[src/rtl/mtsf_pkg.sv]
// Package for the transmit status flag block: register map, flag layout,
// pin bundle, states and timing constants.
// Assumes a 40 MHz core clock and an APB master with 32-bit data.
package mtsf_pkg;

    // Register byte offsets on the APB
    localparam logic [7:0] OFF_CFG      = 8'h00;
    localparam logic [7:0] OFF_START    = 8'h04;
    localparam logic [7:0] OFF_STATUS   = 8'h08;
    localparam logic [7:0] OFF_IRQ_STAT = 8'h0C;
    localparam logic [7:0] OFF_IRQ_CLR  = 8'h10;
    localparam logic [7:0] OFF_IRQ_EN   = 8'h14;

    // Field positions
    localparam int CFG_FULL_DUPLEX = 0;
    localparam int CFG_RETRY_LSB   = 1;
    localparam int START_BIT       = 15;

    // Reset values
    localparam logic [2:0]  CFG_RESET   = 3'h0;
    localparam logic [3:0]  IRQ_RESET   = 4'h0;
    localparam logic [31:0] RDATA_NONE  = 32'h0000_0000;

    // Interrupt event bits
    localparam int IRQ_W      = 4;
    localparam int IRQ_DONE   = 0;
    localparam int IRQ_ABORT  = 1;
    localparam int IRQ_LATE   = 2;
    localparam int IRQ_EXCESS_DEFERRAL_FLAG  = 3;

    // Timing: bit-time windows, and the heartbeat window in core cycles
    localparam int EXCESS_DEFER_BITS = 24288;
    localparam int LATE_WINDOW_BITS  = 512;
    localparam int BITS_PER_TICK     = 4;
    localparam int COL_LIMIT_STEP    = 4;
    localparam int CORE_PERIOD_PS    = 25000;
    localparam int SQE_WINDOW_PS     = 6400000;
    localparam int SQE_WINDOW_CYC    = SQE_WINDOW_PS / CORE_PERIOD_PS;

    // Transmit status word, bit 15 first
    typedef struct packed {
        logic excess_deferral_flag;
        logic deferral_flag;
        logic single_collision_flag;
        logic multi_collision_flag;
        logic collision_limit_error;
        logic collision_seen_flag;
        logic carrier_loss_flag;
        logic aborted_flag;
        logic late_collision_flag;
        logic pause_frame_sent_flag;
        logic heartbeat_test_fail;
        logic tx_paused_flag;
        logic tag_type_b_match;
        logic tag_type_a_match;
        logic tx_all_ones_dest;
        logic tx_group_dest;
    } mtsf_status_t;

    // Media pins sampled from the PHY
    typedef struct packed {
        logic heartbeat_ignore_input;
        logic col;
        logic crs;
        logic tx_clk;
    } mtsf_pins_t;

    typedef enum logic [1:0] {
        ST_IDLE,
        ST_DEFER,
        ST_SEND,
        ST_GAP
    } mtsf_state_t;

endpackage

[src/rtl/mtsf_sync.sv]
// Two-stage synchroniser for a bundle of pin levels.
// Assumes each bit is a slow level; no bus coherency across bits is implied.
`timescale 1ns/1ps
`default_nettype none

module mtsf_sync #(
    parameter int W = 4
) (
    // Clock and reset
    input  wire logic         clk_i,
    input  wire logic         reset_i,
    // Levels
    input  wire logic [W-1:0] async_i,
    output logic      [W-1:0] sync_o
);

    logic [W-1:0] meta;

    generate
        if (W < 1) begin : g_bad_width
            $error("mtsf_sync width must be at least one");
        end
    endgenerate

    // First stage only feeds the second, keeping metastability contained
    always_ff @(posedge clk_i) begin
        if (reset_i) begin
            meta   <= '0;
            sync_o <= '0;
        end else begin
            meta   <= async_i;
            sync_o <= meta;
        end
    end

endmodule

`default_nettype wire

[src/rtl/mtsf_top.sv]
// Transmit status flags of an Ethernet MAC, with the start control, the
// deferral/collision sequencer behind them, an APB slave and an interrupt.
// Assumes MII pins arrive asynchronously and the datapath shares CORE_CLK_I.
//
// Summary of operation
// - Excess-deferral flag bit 15 pulses after waiting over 24,288 bit times.
// - Deferral flag bit 14 sets when held off 1 to 24,288 bit times.
// - Single-collision flag bit 13 sets after exactly one collision.
// - Multi-collision flag bit 12 sets after two or more collisions.
// - Collision-limit flag bit 11 on retry-limit abort; collision flags stay valid.
// - Carrier-loss flag bit 9 when carrier drops while sending half duplex.
// - Aborted flag bit 8 sets when a transmission is abandoned.
// - Aborted flag clears before the next packet begins.
// - Late-collision flag bit 7 for collisions past 512 bit times.
// - Late window counts from the first preamble bit.
// - Pause-sent flag bit 6 when the last packet was a pause frame.
// - Heartbeat-fail flag bit 5 when no collision in 6.4 us of gap.
// - Heartbeat-fail held inactive while the ignore input is high.
// - Flags 15 to 4 update on the rising edge of the transmit clock; bits 3 to 0 are never driven and stay zero.
// - Start bit launches a transmission and self-clears when it ends.
// - Paused flag bit 4 follows the pause-blocked transmitter.
//
// The APB register port and the address map were decided locally.
`timescale 1ns/1ps
`default_nettype none

module mtsf_top #(
    parameter int EXCESS_DEFER_BITS = mtsf_pkg::EXCESS_DEFER_BITS,
    parameter int LATE_WINDOW_BITS  = mtsf_pkg::LATE_WINDOW_BITS,
    parameter int BITS_PER_TICK     = mtsf_pkg::BITS_PER_TICK
) (
    // Clock and reset
    input  wire logic        CORE_CLK_I,
    input  wire logic        RESET_I,
    // APB slave
    input  wire logic        PSEL_I,
    input  wire logic        PENABLE_I,
    input  wire logic        PWRITE_I,
    input  wire logic [7:0]  PADDR_I,
    input  wire logic [31:0] PWDATA_I,
    output logic      [31:0] PRDATA_O,
    output logic             PREADY_O,
    output logic             PSLVERR_O,
    // MII pins from the PHY
    input  wire logic        TX_CLK_I,
    input  wire logic        CRS_I,
    input  wire logic        COL_I,
    input  wire logic        HEARTBEAT_IGNORE_I,
    // Transmit datapath
    input  wire logic        TX_DONE_I,
    input  wire logic        TX_ABORT_I,
    input  wire logic        PAUSE_FRAME_I,
    input  wire logic        TX_PAUSED_I,
    output logic             TX_SEND_O,
    // Interrupt
    output logic             IRQ_O
);

    localparam int CNT_W = $clog2(EXCESS_DEFER_BITS + 2 * BITS_PER_TICK);
    localparam int GAP_W = $clog2(mtsf_pkg::SQE_WINDOW_CYC + 1);
    localparam logic [CNT_W-1:0] EXCESS_C = CNT_W'(EXCESS_DEFER_BITS);
    localparam logic [CNT_W-1:0] LATE_C   = CNT_W'(LATE_WINDOW_BITS);
    localparam logic [CNT_W-1:0] STEP_C   = CNT_W'(BITS_PER_TICK);
    localparam logic [GAP_W-1:0] SQE_C    = GAP_W'(mtsf_pkg::SQE_WINDOW_CYC);
    localparam logic [4:0]       LIM_STEP = 5'(mtsf_pkg::COL_LIMIT_STEP);

    generate
        if (BITS_PER_TICK < 1 || LATE_WINDOW_BITS < 1 || EXCESS_DEFER_BITS <= LATE_WINDOW_BITS) begin : g_bad
            $error("mtsf_top needs positive windows with deferral limit above late window");
        end
    endgenerate

    mtsf_pkg::mtsf_pins_t  pins_raw;
    mtsf_pkg::mtsf_pins_t  pins;
    mtsf_pkg::mtsf_state_t state;
    mtsf_pkg::mtsf_status_t flags;

    logic                 tx_clk_d;
    logic                 tick;
    logic                 col_d;
    logic                 col_edge;
    logic [CNT_W-1:0]     bits;
    logic [GAP_W-1:0]     gap_cnt;
    logic [4:0]           col_cnt;
    logic [4:0]           col_next;
    logic [4:0]           col_limit;
    logic                 gap_col_seen;
    logic                 done_pend;
    logic                 abort_pend;
    logic                 pause_pend;
    logic [2:0]           cfg;
    logic                 start_bit;
    logic [mtsf_pkg::IRQ_W-1:0] irq_stat;
    logic [mtsf_pkg::IRQ_W-1:0] irq_en;
    logic [mtsf_pkg::IRQ_W-1:0] events;
    logic                 t_start;
    logic                 t_excess_deferral_flag;
    logic                 t_send;
    logic                 t_col;
    logic                 t_limit;
    logic                 t_abort;
    logic                 t_done;
    logic                 t_gap_end;
    logic                 finish;
    logic                 wr_en;
    logic                 rd_setup;
    logic                 addr_hit;

    // Pins cross into the core domain through two flops each
    assign pins_raw.tx_clk                 = TX_CLK_I;
    assign pins_raw.crs                    = CRS_I;
    assign pins_raw.col                    = COL_I;
    assign pins_raw.heartbeat_ignore_input = HEARTBEAT_IGNORE_I;

    mtsf_sync #(
        .W($bits(mtsf_pkg::mtsf_pins_t))
    ) u_sync (
        .clk_i   (CORE_CLK_I),
        .reset_i (RESET_I),
        .async_i (pins_raw),
        .sync_o  (pins)
    );

    // Transmit clock rising edge, found on the synchronised copy
    always_ff @(posedge CORE_CLK_I) begin
        if (RESET_I) begin
            tx_clk_d <= 1'b0;
            col_d    <= 1'b0;
        end else begin
            tx_clk_d <= pins.tx_clk;
            if (tick) begin
                col_d <= pins.col;
            end
        end
    end

    assign tick     = pins.tx_clk & ~tx_clk_d;
    assign col_edge = pins.col & ~col_d;

    // Retry setting picks the collision limit in steps
    assign col_limit = (5'(cfg[mtsf_pkg::CFG_RETRY_LSB +: 2]) + 5'h01) * LIM_STEP;
    assign col_next  = col_cnt + 5'h01;

    // Decisions taken at each transmit clock edge
    assign t_start   = tick & (state == mtsf_pkg::ST_IDLE) & start_bit;
    assign t_excess_deferral_flag   = tick & (state == mtsf_pkg::ST_DEFER) & (bits > EXCESS_C);
    assign t_send    = tick & (state == mtsf_pkg::ST_DEFER) & ~t_excess_deferral_flag & ~pins.crs;
    assign t_col     = tick & (state == mtsf_pkg::ST_SEND) & col_edge;
    assign t_limit   = t_col & (col_next > col_limit);
    assign t_abort   = tick & (state == mtsf_pkg::ST_SEND) & ~t_col & abort_pend;
    assign t_done    = tick & (state == mtsf_pkg::ST_SEND) & ~t_col & ~abort_pend & done_pend;
    assign t_gap_end = tick & (state == mtsf_pkg::ST_GAP) & (gap_cnt >= SQE_C);
    assign finish    = t_excess_deferral_flag | t_limit | t_abort | t_gap_end;

    // Datapath pulses may fall between transmit edges, so hold them
    always_ff @(posedge CORE_CLK_I) begin
        if (RESET_I) begin
            done_pend  <= 1'b0;
            abort_pend <= 1'b0;
            pause_pend <= 1'b0;
        end else begin
            done_pend  <= TX_DONE_I | (done_pend & ~tick);
            abort_pend <= TX_ABORT_I | (abort_pend & ~tick);
            if (TX_DONE_I) begin
                pause_pend <= PAUSE_FRAME_I;
            end
        end
    end

    // Sequencer: wait for idle medium, send, then watch the gap
    always_ff @(posedge CORE_CLK_I) begin
        if (RESET_I) begin
            state <= mtsf_pkg::ST_IDLE;
            bits  <= '0;
        end else if (tick) begin
            case (state)
                mtsf_pkg::ST_IDLE: begin
                    if (t_start) begin
                        state <= mtsf_pkg::ST_DEFER;
                        bits  <= '0;
                    end
                end
                mtsf_pkg::ST_DEFER: begin
                    if (t_excess_deferral_flag) begin
                        state <= mtsf_pkg::ST_IDLE;
                    end else if (t_send) begin
                        state <= mtsf_pkg::ST_SEND;
                        bits  <= STEP_C;
                    end else begin
                        bits <= bits + STEP_C;
                    end
                end
                mtsf_pkg::ST_SEND: begin
                    if (t_limit || t_abort) begin
                        state <= mtsf_pkg::ST_IDLE;
                    end else if (t_col) begin
                        state <= mtsf_pkg::ST_DEFER;                        // Retry
                        bits  <= '0;
                    end else if (t_done) begin
                        state <= mtsf_pkg::ST_GAP;
                    end else if (bits <= LATE_C) begin
                        bits <= bits + STEP_C;                              // Saturates past window
                    end
                end
                mtsf_pkg::ST_GAP: begin
                    if (t_gap_end) begin
                        state <= mtsf_pkg::ST_IDLE;
                    end
                end
                default: begin
                    state <= mtsf_pkg::ST_IDLE;
                end
            endcase
        end
    end

    // Gap timer runs on core cycles, so the 6.4 us window is exact here
    always_ff @(posedge CORE_CLK_I) begin
        if (RESET_I) begin
            gap_cnt      <= '0;
            gap_col_seen <= 1'b0;
        end else if (state != mtsf_pkg::ST_GAP) begin
            gap_cnt      <= '0;
            gap_col_seen <= 1'b0;
        end else begin
            if (gap_cnt < SQE_C) begin
                gap_cnt <= gap_cnt + 1'b1;
                gap_col_seen <= gap_col_seen | pins.col;
            end
        end
    end

    // Collision count of the current packet
    always_ff @(posedge CORE_CLK_I) begin
        if (RESET_I) begin
            col_cnt <= '0;
        end else if (t_start) begin
            col_cnt <= '0;
        end else if (t_col) begin
            col_cnt <= col_next;
        end
    end

    // Status flags change only on transmit clock edges
    always_ff @(posedge CORE_CLK_I) begin
        if (RESET_I) begin
            flags <= '0;
        end else if (tick) begin
            flags.excess_deferral_flag <= t_excess_deferral_flag;
            flags.tx_paused_flag       <= TX_PAUSED_I;
            if (pins.heartbeat_ignore_input) begin
                flags.heartbeat_test_fail <= 1'b0;
            end
            if (t_start) begin
                flags.deferral_flag         <= 1'b0;
                flags.single_collision_flag <= 1'b0;
                flags.multi_collision_flag  <= 1'b0;
                flags.collision_limit_error <= 1'b0;
                flags.collision_seen_flag   <= 1'b0;
                flags.carrier_loss_flag     <= 1'b0;
                flags.late_collision_flag   <= 1'b0;
                flags.aborted_flag          <= 1'b0;
            end
            if (t_send && bits != '0) begin
                flags.deferral_flag <= 1'b1;
            end
            if (t_col) begin
                flags.collision_seen_flag   <= 1'b1;
                flags.single_collision_flag <= (col_next == 5'h01);
                flags.multi_collision_flag  <= (col_next > 5'h01);
                if (bits > LATE_C) begin
                    flags.late_collision_flag <= 1'b1;
                end
            end
            if (t_limit) begin
                flags.collision_limit_error <= 1'b1;
            end
            if (t_limit || t_abort || t_excess_deferral_flag) begin
                flags.aborted_flag <= 1'b1;
            end
            if (state == mtsf_pkg::ST_SEND && !pins.crs && !cfg[mtsf_pkg::CFG_FULL_DUPLEX]) begin
                flags.carrier_loss_flag <= 1'b1;
            end
            if (t_done) begin
                flags.pause_frame_sent_flag <= pause_pend;
            end
            if (t_gap_end) begin
                flags.heartbeat_test_fail <= ~gap_col_seen & ~pins.heartbeat_ignore_input;
            end
        end
    end

    assign TX_SEND_O = (state == mtsf_pkg::ST_SEND);

    // APB decode; zero wait states, so ready is constant
    assign wr_en    = PSEL_I & PENABLE_I & PWRITE_I;
    assign rd_setup = PSEL_I & ~PENABLE_I & ~PWRITE_I;
    assign addr_hit = (PADDR_I == mtsf_pkg::OFF_CFG) | (PADDR_I == mtsf_pkg::OFF_START)
                    | (PADDR_I == mtsf_pkg::OFF_STATUS) | (PADDR_I == mtsf_pkg::OFF_IRQ_STAT)
                    | (PADDR_I == mtsf_pkg::OFF_IRQ_CLR) | (PADDR_I == mtsf_pkg::OFF_IRQ_EN);
    assign PREADY_O  = 1'b1;
    assign PSLVERR_O = PSEL_I & PENABLE_I & ~addr_hit;

    // Configuration and interrupt enable
    always_ff @(posedge CORE_CLK_I) begin
        if (RESET_I) begin
            cfg    <= mtsf_pkg::CFG_RESET;
            irq_en <= mtsf_pkg::IRQ_RESET;
        end else if (wr_en) begin
            if (PADDR_I == mtsf_pkg::OFF_CFG) begin
                cfg <= PWDATA_I[2:0];
            end
            if (PADDR_I == mtsf_pkg::OFF_IRQ_EN) begin
                irq_en <= PWDATA_I[mtsf_pkg::IRQ_W-1:0];
            end
        end
    end

    // Start bit: software sets, the sequencer clears at the end; set wins
    always_ff @(posedge CORE_CLK_I) begin
        if (RESET_I) begin
            start_bit <= 1'b0;
        end else if (wr_en && PADDR_I == mtsf_pkg::OFF_START && PWDATA_I[mtsf_pkg::START_BIT]) begin
            start_bit <= 1'b1;
        end else if (finish) begin
            start_bit <= 1'b0;
        end
    end

    // Sticky events; a new event beats a clear in the same cycle
    assign events[mtsf_pkg::IRQ_DONE]  = finish;
    assign events[mtsf_pkg::IRQ_ABORT] = t_limit | t_abort | t_excess_deferral_flag;
    assign events[mtsf_pkg::IRQ_LATE]  = t_col & (bits > LATE_C);
    assign events[mtsf_pkg::IRQ_EXCESS_DEFERRAL_FLAG] = t_excess_deferral_flag;

    always_ff @(posedge CORE_CLK_I) begin
        if (RESET_I) begin
            irq_stat <= mtsf_pkg::IRQ_RESET;
        end else if (wr_en && PADDR_I == mtsf_pkg::OFF_IRQ_CLR) begin
            irq_stat <= (irq_stat & ~PWDATA_I[mtsf_pkg::IRQ_W-1:0]) | events;
        end else begin
            irq_stat <= irq_stat | events;
        end
    end

    // Registered interrupt, one cycle behind the status bits
    always_ff @(posedge CORE_CLK_I) begin
        if (RESET_I) begin
            IRQ_O <= 1'b0;
        end else begin
            IRQ_O <= |(irq_stat & irq_en);
        end
    end

    // Read data captured in the setup phase, valid in the access phase
    always_ff @(posedge CORE_CLK_I) begin
        if (RESET_I) begin
            PRDATA_O <= mtsf_pkg::RDATA_NONE;
        end else if (rd_setup) begin
            case (PADDR_I)
                mtsf_pkg::OFF_CFG:      PRDATA_O <= {29'h0000_0000, cfg};
                mtsf_pkg::OFF_START:    PRDATA_O <= {16'h0000, start_bit, 15'h0000};
                mtsf_pkg::OFF_STATUS:   PRDATA_O <= {16'h0000, flags};
                mtsf_pkg::OFF_IRQ_STAT: PRDATA_O <= {28'h000_0000, irq_stat};
                mtsf_pkg::OFF_IRQ_EN:   PRDATA_O <= {28'h000_0000, irq_en};
                default:                PRDATA_O <= mtsf_pkg::RDATA_NONE;
            endcase
        end
    end

endmodule

`default_nettype wire

[config.mk]
export PLATFORM = sky130hd
export DESIGN_NAME = mtsf_top
export DESIGN_NICKNAME = d
export VERILOG_FILES = /design/src/rtl/mtsf_pkg.sv /design/src/rtl/mtsf_sync.sv /design/src/rtl/mtsf_top.sv
export SDC_FILE = /design/constraint.sdc
export NUM_CORES = 1
export LEC_CHECK = 0
export BUFFER_PORTS_ARGS = -buffer_cell sky130_fd_sc_hd__buf_4
export CAP_MARGIN = 20
export CORE_ASPECT_RATIO = 1.25
export CORE_MARGIN = 2
export CORE_UTILIZATION = 25
export CTS_CLUSTER_DIAMETER = 100
export CTS_CLUSTER_SIZE = 14
export DETAILED_ROUTE_END_ITERATION = 10
export PLACE_DENSITY = 0.5
export SETUP_SLACK_MARGIN = 0.4
export SYNTH_ARGS = -nofsm -noshare
export SYNTH_HDL_FRONTEND = slang
export SYNTH_HIERARCHICAL = 1
export SYNTH_SLANG_ARGS = --single-unit
[constraint.sdc]
create_clock -name CORE_CLK_I -period 2.46 [get_ports CORE_CLK_I]
set_input_delay 0.492 -clock CORE_CLK_I [delete_from_list [all_inputs] [get_ports CORE_CLK_I]]
set_output_delay 0.492 -clock CORE_CLK_I [all_outputs]
set_load 0.03 [all_outputs]
==> run_results.csv, run 1 <==
group,metric,value,unit
run_status,status,"completed",
yosys,synth_cell_type_count,55,
yosys,netlist_area,0.00402,sq mm
yosys,yosys_warnings,6,
grt,grt_pass1_vias,3401,
grt,grt_first_pass_wirelength,17.0,mm
route,drt_iter0_drc,204,
route,vias_per_cell,4.60,
worst_setup_path,r2r-start,"bits[3]",
yosys,synth-seq-cells,84,
timing,hold_viol_final,0,
yosys,ys_seq_area_frac,0.419,
pwr,sw_frac_of_total,0.245,
worst_setup_path,worst_path_max_delay_cell,"or4_4",
pwr,leakage,2.02,nW
yosys,synth_ff_type,"dfxtp_1",
clocking,cts_buffer_depth,2,
worst_setup_path,cp_cell_sequence,"inv_2 -> ha_4 -> or4b_1 -> or4_4 -> a211oi_4 -> o21ai_4 -> clkbuf_16 -> nand3_2 -> a31oi_1",
die,num_rows,51,
pwr,combPwrFrac,0.049,
route,ant_nets,0,
route,drc,0,
timing,skew,7.63,ps
worst_setup_path,rr_worst_depth,9,
worst_setup_path,end_kind,"register",
die,die-area,0.0171,sq mm
worst_setup_path,reg2reg_slack,90,ps
worst_setup_path,worstSetupStartpointType,"register",
pwr,p_int,0.00214,W
placed_design,place.gp.congestion,0.843,
clocking,htreeDepth,3,
yosys,synth_edf_count,0,
timing,drv_slew,0,
cells_and_area,utilization,0.346,
grt,grt_antenna_before_repair,0,
flow_run,max-cap-violations,0,
timing,fmax,0.422,GHz
cells_and_area,antenna_cells,0,
placed_design,hpwl,7.44,mm
pwr,clkPwrFrac,0.464,
cells_and_area,area_delta_synth_final,34.9,%
worst_setup_path,slowest_delay,480,ps
timing,fin_crit,2370,ps
yosys,avgSynthCellArea,8.40,sq um
clocking,path_clk_slew,70,ps
route,drt_first_pass_iters,5,
clocking,cts_buffers,9,
worst_setup_path,path_class,"register to register",
timing,fin_setup_tns,0,ps
clocking,cts-root-buf,"clkbuf_16",
worst_setup_path,cp_data_arrival_time,2590,ps
clocking,cts_hold_buf,0,
clocking,clkLatencyLatePin,340,ps
die,coreArea,0.0156,sq mm
clocking,tritoncts,"done",
pwr,seqPwrFrac,0.487,
cells_and_area,drive_gt1_frac,0.277,
route,vias,3550,
worst_setup_path,critPathLaunch,"bits[3]",
grt,grt_max_degree,36,
worst_setup_path,cp_data_required_time,2680,ps
worst_setup_path,rr_endpoint,"bits[6]",
die,die_height,146,microns
route,wl_per_cell,13.2,microns
placed_design,io_buffers,44,
grt,grt_overflow,0,
cells_and_area,final_nets,623,
die,die_w,117,microns
grt,grt_usage,0.121,
timing,finalCritPeriodShare,0.963,
clocking,cts.sinks,84,
die,ioPinCount,89,
pwr,pwr_density_cell,522,mW/mm^2
timing,rsz0062_at_grt,"yes",
route,routed_wl,10.2,mm
pwr,ir_worst_vdd,0.321,mV
pwr,switchingPower,0.000692,W
yosys,syn_inst,478,
min_path,hp-class,"input port to register",
worst_setup_path,setup.worst_path.end,"bits[6]",
die,start_util,0.257,
yosys,synth-async-reset-ratio,0,
timing,setup_violations,0,
worst_setup_path,crit_fanout,5,
registers in the layout, summed over array words and instances, names as in the netlist, 2 cells and up:
name           count
PRDATA_O          16
u_sync/meta        4
u_sync/sync_o      4
gap_cnt            9
state              2
col_cnt            5
cfg                3
irq_stat           4
bits              13
flags             12
irq_en             4
cell families (layout without fill, tap and decap cells):
family	after synthesis	in the layout	synth area share
AOI/OAI and AO/OA	102	102	0.165
xor gates and xnor gates	13	13	0.0283
adders and majority gates	15	15	0.0467
buffers and inverters	55	122	0.0701
DFF	84	84	0.419
muxes	7	7	0.0174
other	2	17	0.00187
and+or+nand+nor	200	200	0.251
layout by cell type (no fill, tap or decap), types with 15 or more instances in the layout:
| cell type | count |
|---|---|
| conb_1 | 17 |
| inv_1 | 16 |
| nand2_1 | 45 |
| buf_4 | 82 |
| a21oi_1 | 33 |
| dfxtp_1 | 80 |
| a22oi_1 | 15 |
| nand3_1 | 19 |
| nor2_1 | 54 |
power groups by stage:
stage                     clock [W]  sequential, W  combinational, W
final                       0.00131        0.00138          0.000139
after global routing        0.00140        0.00138          0.000153
after CTS                   0.00135        0.00138          0.000139
after detailed placement          0        0.00141          0.000137
after global placement            0        0.00141          0.000137
after floorplan                   0        0.00141          0.000102
worst max-delay path: cells and delay by family (launching register included):
| family | cells | cell delay (ps) |
|---|---|---|
| AO/OA/AOI/OAI | 3 | 540 |
| flip-flops | 1 | 330 |
| buffers and inverters | 2 | 250 |
| adder cells (fa/ha/maj) | 1 | 130 |
| AND/OR/NAND/NOR | 3 | 990 |
area by class of cell:
class | count | area [sq um]
well taps | 212 | 265
clock buffers | 10 | 239
repair buffers | 88 | 706
inverters | 18 | 67.6
fillers | 1627 | 10200
multi-input cells | 354 | 2400
flip-flops and latches | 84 | 1690
clock inverters | 6 | 47.5
how the worst min path moves through the flow:
stage	startpoint	to	slack [ps]	cells after the start
floorplan	u_sync/meta[0]	u_sync/sync_o[0]	410	1
global placement	u_sync/meta[0]	u_sync/sync_o[0]	430	1
detailed placement	u_sync/meta[0]	u_sync/sync_o[0]	430	1
CTS	HEARTBEAT_IGNORE_I	u_sync/meta[3]	350	2
global route	COL_I	u_sync/meta[2]	380	2
finish	HEARTBEAT_IGNORE_I	u_sync/meta[3]	360	2
per-stage QoR:
stage	std cells	worst slack, ps	instance area [sq um]	power (W)	hold WS (ps)
CTS	766	48.1	5260	0.00286	351
global route	772	30.0	5420	0.00293	378
detailed placement	745	10.2	4840	0.00155	434
global placement	745	51.4	4840	0.00155	432
floorplan	493	137	4220	0.00151	414
finish	772	89.9	5420	0.00283	360
timing repair:
action                                  in CTS  in global routing
setup buffers                                5                  5
gates resized for setup                     16                 16
cloned                                       0                  1
endpoints found under the setup margin      22                 28
pin swaps                                   11                 13
cells in the mapped netlist, types with 5 or more instances:
cell,count,area [sq um]
a31oi_1,9,56.3
ha_1,15,188
nor3_1,6,30.0
o21ai_0,14,70.1
nor2b_1,14,87.6
dfxtp_1,84,1680
xor2_1,8,70.1
nand2_1,45,169
clkbuf_1,14,52.6
and3_1,6,37.5
nand2b_1,6,37.5
or3_1,6,37.5
nand3_1,31,155
mux2i_1,7,70.1
a21oi_1,35,175
inv_1,18,67.6
xnor2_1,5,43.8
buf_4,17,128
nand4_1,5,31.3
a22oi_1,16,120
nor2_1,56,210
routing by layer:
layer  track usage  part of all wire  up-vias
met5             0                 0        -
met2         0.204              0.50       71
met1         0.149              0.45     1651
met4        0.0476             0.020        0
li1              -                 -     1810
met3        0.0278             0.036       18
Power figures use the tool's default switching activity.
==> run 2: changes to the inputs <==
--- a/config.mk
+++ b/config.mk
@@ -7,2 +7,3 @@
 export LEC_CHECK = 0
+export ABC_AREA = 1
 export BUFFER_PORTS_ARGS = -buffer_cell sky130_fd_sc_hd__buf_4
@@ -12,3 +13,3 @@
 export CORE_UTILIZATION = 25
-export CTS_CLUSTER_DIAMETER = 100
+export CTS_CLUSTER_DIAMETER = 50
 export CTS_CLUSTER_SIZE = 14
==> constraint.sdc (replaced) <==
create_clock -name CORE_CLK_I -period 2.46 [get_ports CORE_CLK_I]
set_input_delay 0.369 -clock CORE_CLK_I [delete_from_list [all_inputs] [get_ports CORE_CLK_I]]
set_output_delay 0.369 -clock CORE_CLK_I [all_outputs]
set_load 0.03 [all_outputs]
==> run 2 against run 1 <==
Global-route usage down 0.14 points. First-iteration DRC count down 4.9%. Utilization down 2.7 points. Combinational power up 4%.
==> run_results.csv, run 2 <==
group,metric,value,unit
route,drc,0,
timing,max_slew_margin,0.555,
grt,grt_overflow,0,
die,start_util,0.253,
clocking,htreeDepth,3,
route,routed_wl,10.7,mm
clocking,cts-root-buf,"clkbuf_16",
grt,grt-busiest-layer,"met2",
yosys,synth_cell_type_count,36,
clocking,clkLatencyLatePin,330,ps
worst_setup_path,cpLargestDelayFamily,"simple AND/OR/NAND/NOR gates",
worst_setup_path,critPathLaunch,"col_cnt[1]",
run_status,status,"completed",
yosys,synth_area_leaders,"dfxtp_1 40%, nand2_1 12%, inv_1 7.0%, a21oi_1 6.4%, nor2_1 6.2%",
clocking,cts_buffer_depth,2,
worst_setup_path,crit_fanout,8,
worst_setup_path,worst_path_max_delay_cell,"dfxtp_4",
pwr,switchingPower,0.000679,W
min_path,min-delay-start,"COL_I",
cells_and_area,reg.largest.list,"PRDATA_O (16), bits (13), flags (12)",
pwr,finalPower,0.00288,W
worst_setup_path,path_buf_inv,5,
timing,hold_viol_final,0,
timing,fmax,0.437,GHz
yosys,syn_inst,603,
placed_design,hpwl,7.84,mm
worst_setup_path,path_class,"register to register",
worst_setup_path,end_kind,"register",
timing,skew,8.74,ps
grt,grt_use_met1,0.133,
cells_and_area,multi_input_area,0.00222,sq mm
die,coreArea,0.0167,sq mm
route,vias,3889,
cells_and_area,area_delta_synth_final,26.4,%
clocking,tritoncts,"done",
cells_and_area,num-fill-cells,1854,
grt,met2_usage,0.222,
timing,hold_slack,236,ps
cells_and_area,final_nets,732,
grt,grt_usage,0.120,
cells_and_area,final_common_cell,"nand2_1",
clocking,path_clk_slew,70,ps
cells_and_area,largest_reg_flops,16,
route,vias_per_cell,4.37,
cells_and_area,antenna_cells,0,
yosys,avgSynthCellArea,7.00,sq um
worst_setup_path,path_depth,19,
die,die_w,120,microns
grt,grt_antenna_before_repair,0,
timing,fin_crit,2290,ps
pwr,clkPwrFrac,0.473,
yosys,ys_seq_area_frac,0.398,
route,ant_nets,0,
yosys,netlist_area,0.00422,sq mm
route,wl_per_cell,12.0,microns
cells_and_area,layout_common_cells,"130 x nand2_1, 82 x dfxtp_1, 76 x inv_1",
timing,finalCritPeriodShare,0.931,
timing,setup_violations,0,
die,ioPinCount,89,
timing,rsz0062_at_grt,"yes",
pwr,pwr_density_cell,540,mW/mm^2
yosys,synth-async-reset-ratio,0,
clocking,cts.sinks,84,
worst_setup_path,slowest_delay,360,ps
clocking,cts_hold_buf,0,
worst_setup_path,worstSetupStartpointType,"register",
grt,grt_pass1_vias,3635,
die,num_rows,53,
pwr,leakage,2.25,nW
placed_design,place.gp.congestion,0.796,
pwr,sw_frac_of_total,0.235,
yosys,yosys_warnings,6,
pwr,ir_worst_vdd,0.326,mV
yosys,synth-seq-cells,84,
timing,fin_setup_tns,0,ps
yosys,yosys-top-cells-count,"134 x nand2_1, 84 x dfxtp_1, 79 x inv_1, 70 x nor2_1, 54 x a21oi_1",
flow_run,max-cap-violations,0,
yosys,yosys.area.top_type,"dfxtp_1",
route,drt_first_pass_iters,4,
worst_setup_path,rr_worst_depth,19,
grt,grt_use_met3,0.0237,
cells_and_area,drive_gt1_frac,0.179,
min_path,hp-class,"input port to register",
yosys,synth_top_area_frac,0.398,
pwr,p_int,0.00220,W
cells_and_area,regArea,0.00169,sq mm
cells_and_area,largest_register,"PRDATA_O",
route,drt_iter0_drc,194,
yosys,synth_ff_type,"dfxtp_1",
worst_setup_path,r2r-start,"col_cnt[1]",
timing,drv_slew,0,
grt,grt_first_pass_wirelength,17.2,mm
pwr,combPwrFrac,0.050,
clocking,cts_buffers,9,
worst_setup_path,cp_data_required_time,2730,ps
timing,worstMarginPinSlew,667,ps
die,die-area,0.0179,sq mm
worst_setup_path,cp_data_arrival_time,2560,ps
placed_design,io_buffers,44,
min_path,whs_path_depth,3,
die,die_height,149,microns
worst_setup_path,cp_cell_sequence,"ha_4 -> nand3_4 -> xor2_2 -> inv_2 -> ha_4 -> nand2_2 -> inv_2 -> nand3_2 -> nand3_2 -> nand2_2 -> inv_2 -> nand2_4 -> nor2_4 -> buf_12 -> buf_12 -> nand2_1 -> nand2_1 -> nand2_1 -> nor2_1",
grt,grt_max_degree,30,
yosys,synth.most_common_cell,"nand2_1",
yosys,synth_edf_count,0,
pwr,seqPwrFrac,0.477,
## run 2: changes by cell type in the layout (fill, tap and decap cells not counted), sizes merged, moves of 6 or more
cell	change
a22oi	-16
o21ai	+16
nor2b	-14
nand2b	-6
inv	+61
nand3	+25
a21oi	+20
nand2	+90
nor2	+18
or3	-6
mux2i	-7
a31oi	-9
buf	-22
## run 2: worst paths after layout
kind | endpoint | slack, ps
min reg2reg | u_sync/sync_o[3] | 400
max reg2reg | bits[5] | 170
max | bits[5] | 170
min | u_sync/meta[2] | 240
## run 2: power groups by stage
stage                     Combinational (W)  Sequential [W]  Clock, W
final                              0.000144         0.00138   0.00137
after global routing               0.000158         0.00137   0.00147
after CTS                          0.000143         0.00137   0.00141
after detailed placement           0.000142         0.00141         0
after global placement             0.000143         0.00141         0
after floorplan                    0.000109         0.00141         0
## run 2: kinds of logic (layout without fill, tap and decap cells)
| logic type | after synthesis | count (layout) | synth area share |
|---|---|---|---|
| compound gates | 97 | 97 | 0.124 |
| xor+xnor | 5 | 5 | 0.0104 |
| fa+ha+maj | 15 | 15 | 0.0445 |
| buf+inv | 111 | 162 | 0.120 |
| flops | 84 | 84 | 0.398 |
| other cells | 2 | 17 | 0.00178 |
| simple gates | 289 | 289 | 0.302 |
## run 2: layout make-up
type | instances | share of cell area
multi-input cells | 423 | 0.416
flip-flops and latches | 84 | 0.317
repair buffers | 65 | 0.103
inverters | 81 | 0.0570
well taps | 220 | 0.0516
clock buffers | 9 | 0.0422
clock inverters | 7 | 0.0138
## run 2: worst min-delay path: cells and delay by family
family        cells  cell delay, ps
simple gates      1              60
buf+inv           2             110
## run 2: stage by stage
step	utilization	instances	cell area (sq um)	setup slack [ps]
6_report	0.319	889	5340	169
4_1_cts	0.315	887	5260	197
5_1_grt	0.319	889	5340	27.0
2_1_floorplan	-	618	4310	375
3_3_place_gp	0.287	861	4800	125
3_5_place_dp	0.287	861	4800	110
## run 2: metal layers
| layer | vias to the layer above | share of wire |
|---|---|---|
| met4 | 0 | 0.025 |
| met3 | 14 | 0.035 |
| met1 | 1762 | 0.43 |
| met5 | - | 0 |
| met2 | 78 | 0.51 |
| li1 | 2035 | - |
## run 2: repair_timing
action / CTS / global route
gates cloned: 1 / 0
gates resized for setup: 13 / 14
pin swaps: 8 / 11
setup buffers: 9 / 2
setup endpoints to repair: 18 / 24
==> run 3: changes to the inputs <==
CORE_MARGIN = 5   (was 2)
CORE_UTILIZATION = 45   (was 25)
PLACE_DENSITY = 0.76   (was 0.5)
==> run 3 against run 2 <==
Clock power about the same. Sequential power about the same. Worst hold slack worse by 2.5 ps. Via count is 6.2% higher. Setup slack improved by 9.5 ps. First-iteration DRC count is 1.5% higher. Sequential share of layout area rose by 0.78 points. Critical path type unchanged. Combinational power is essentially flat. Maximum frequency up 0.42%. Cell count is 11% lower. Die area is 36% lower.
==> run_results.csv, run 3 (same netlist as run 2, synthesis figures left out) <==
group,metric,value,unit
route,ant_nets,0,
die,die-area,0.0114,sq mm
die,ioPinCount,89,
route,drc,0,
route,drt_iter0_drc,197,
cells_and_area,antenna_cells,0,
timing,finalCritPeriodShare,0.927,
clocking,clkLatencyLatePin,340,ps
pwr,p_int,0.00221,W
clocking,path_clk_slew,60,ps
min_path,whs_path_depth,3,
pwr,sw_frac_of_total,0.233,
timing,setup_violations,0,
placed_design,io_buffers,44,
timing,worstMarginPinSlew,648,ps
route,vias,4129,
clocking,htreeDepth,3,
clocking,cts_buffer_depth,2,
worst_setup_path,path_class,"register to register",
worst_setup_path,path_buf_inv,5,
placed_design,dp.cells,763,
pwr,pwr_density_cell,553,mW/mm^2
pwr,switchingPower,0.000671,W
die,coreArea,0.00917,sq mm
grt,grt_max_degree,31,
pwr,ir_worst_vdd,0.431,mV
grt,grt_antenna_before_repair,0,
grt,grt_usage,0.179,
pwr,clkPwrFrac,0.474,
cells_and_area,multi_input_area,0.00221,sq mm
route,wl_per_cell,13.0,microns
timing,hold_slack,233,ps
die,die_height,118,microns
cells_and_area,num-fill-cells,870,
worst_setup_path,cp_data_arrival_time,2540,ps
timing,hold_viol_final,0,
worst_setup_path,end_kind,"register",
cells_and_area,drive_gt1_frac,0.179,
timing,drv_slew,0,
timing,max_slew_margin,0.567,
cells_and_area,reg.largest.list,"PRDATA_O (16), bits (13), flags (12)",
cells_and_area,largest_reg_flops,16,
clocking,cts-root-buf,"clkbuf_16",
run_status,status,"completed",
die,num_rows,39,
timing,skew,5.88,ps
min_path,worstHoldEndpoint,"u_sync/meta[1]",
pwr,combPwrFrac,0.049,
placed_design,place_ws,96.2,ps
worst_setup_path,reg2reg_slack,180,ps
worst_setup_path,crit_fanout,3,
cells_and_area,largest_register,"PRDATA_O",
worst_setup_path,rr_worst_depth,17,
worst_setup_path,cp_cell_sequence,"ha_4 -> nand3_4 -> xor2_2 -> inv_2 -> ha_4 -> nand2_2 -> inv_2 -> nand3_2 -> nand3_4 -> nand2_2 -> inv_2 -> nand2_4 -> nor2_4 -> buf_4 -> buf_4 -> o21ai_1 -> a21oi_1",
route,routed_wl,10.3,mm
worst_setup_path,critPathMostFrequentCell,"inv_2",
cells_and_area,final_nets,734,
route,routed-wl-met2,5.42,mm
min_path,min-delay-start,"CRS_I",
die,start_util,0.460,
cells_and_area,layout_common_cells,"130 x nand2_1, 81 x dfxtp_1, 76 x inv_1",
clocking,cts_buffers,9,
cells_and_area,final_common_cell,"nand2_1",
pwr,seqPwrFrac,0.477,
timing,worst_slack,179,ps
grt,grt_pass1_vias,3910,
route,drt_first_pass_iters,5,
worst_setup_path,path_depth,17,
route,drt-met1-wl,4.03,mm
worst_setup_path,cp_data_required_time,2720,ps
worst_setup_path,slowest_delay,360,ps
timing,fmax,0.438,GHz
placed_design,hpwl,7.45,mm
clocking,tritoncts,"done",
worst_setup_path,worstSetupStartpointType,"register",
route,highest_layer,"met4",
worst_setup_path,r2r-start,"col_cnt[1]",
flow_run,max-cap-violations,0,
timing,fin_crit,2280,ps
grt,grt_overflow,0,
cells_and_area,area_delta_synth_final,23.4,%
worst_setup_path,rr_endpoint,"bits[2]",
timing,rsz0062_at_grt,"yes",
clocking,cts.sinks,84,
worst_setup_path,cpLargestDelayFamily,"simple AND/OR/NAND/NOR gates",
worst_setup_path,worst_path_max_delay_cell,"dfxtp_4",
route,route.met3.wl,611,microns
grt,grt_first_pass_wirelength,17.4,mm
timing,fin_setup_tns,0,ps
route,vias_per_cell,5.20,
cells_and_area,final_cells,794,
die,die_w,96.6,microns
min_path,hp-class,"input port to register",
cells_and_area,utilization,0.568,
pwr,leakage,2.24,nW
cells_and_area,regArea,0.00169,sq mm
placed_design,place.gp.congestion,0.874,
-- run 3: worst max path at each step --
stage | from | to | slack [ps]
floorplan | col_cnt[1] | bits[14] | 370
global placement | col_cnt[1] | bits[14] | 150
detailed placement | col_cnt[1] | bits[5] | 100
CTS | col_cnt[1] | bits[5] | 190
global route | col_cnt[1] | bits[5] | 50
finish | col_cnt[1] | bits[2] | 180
-- run 3: repair_timing --
action / 4_1_cts / 5_1_grt
pin swaps: 11 / 4
endpoints found under the setup margin: 19 / 23
resized for setup: 16 / 11
gates cloned: 1 / 0
hold buffers: 0 / 0
buffers inserted: 12 / 2
-- run 3: cell type report --
type | count | share of cell area
clock inverter | 6 | 0.0139
multi-input combinational | 423 | 0.424
clock buffer | 10 | 0.0439
sequential | 84 | 0.324
tap | 123 | 0.0295
inverter | 81 | 0.0583
timing repair buffer | 67 | 0.106
-- run 3: tightest hold or removal path: stages --
cell	delay (ps)
buf_4	80
inv_1	30
nor2_1	60
-- run 3: layer usage --
layer,track usage,vias up
met5,0,-
met4,0.0694,0
met3,0.0448,24
met2,0.332,147
met1,0.192,1917
li1,-,2041
-- run 3: power by group through the flow --
| stage | clock network [W] | logic, W | registers [W] |
|---|---|---|---|
| final | 0.00137 | 0.000141 | 0.00138 |
| after global routing | 0.00145 | 0.000154 | 0.00138 |
| after CTS | 0.00138 | 0.000138 | 0.00138 |
| after detailed placement | 0 | 0.000136 | 0.00141 |
| after global placement | 0 | 0.000134 | 0.00141 |
| after floorplan | 0 | 0.000109 | 0.00141 |
-- run 3: stage by stage --
stage | power [W] | area [sq um]
global route | 0.00298 | 5210
global placement | 0.00154 | 4670
CTS | 0.00290 | 5160
floorplan | 0.00152 | 4310
finish | 0.00288 | 5210
detailed placement | 0.00154 | 4670
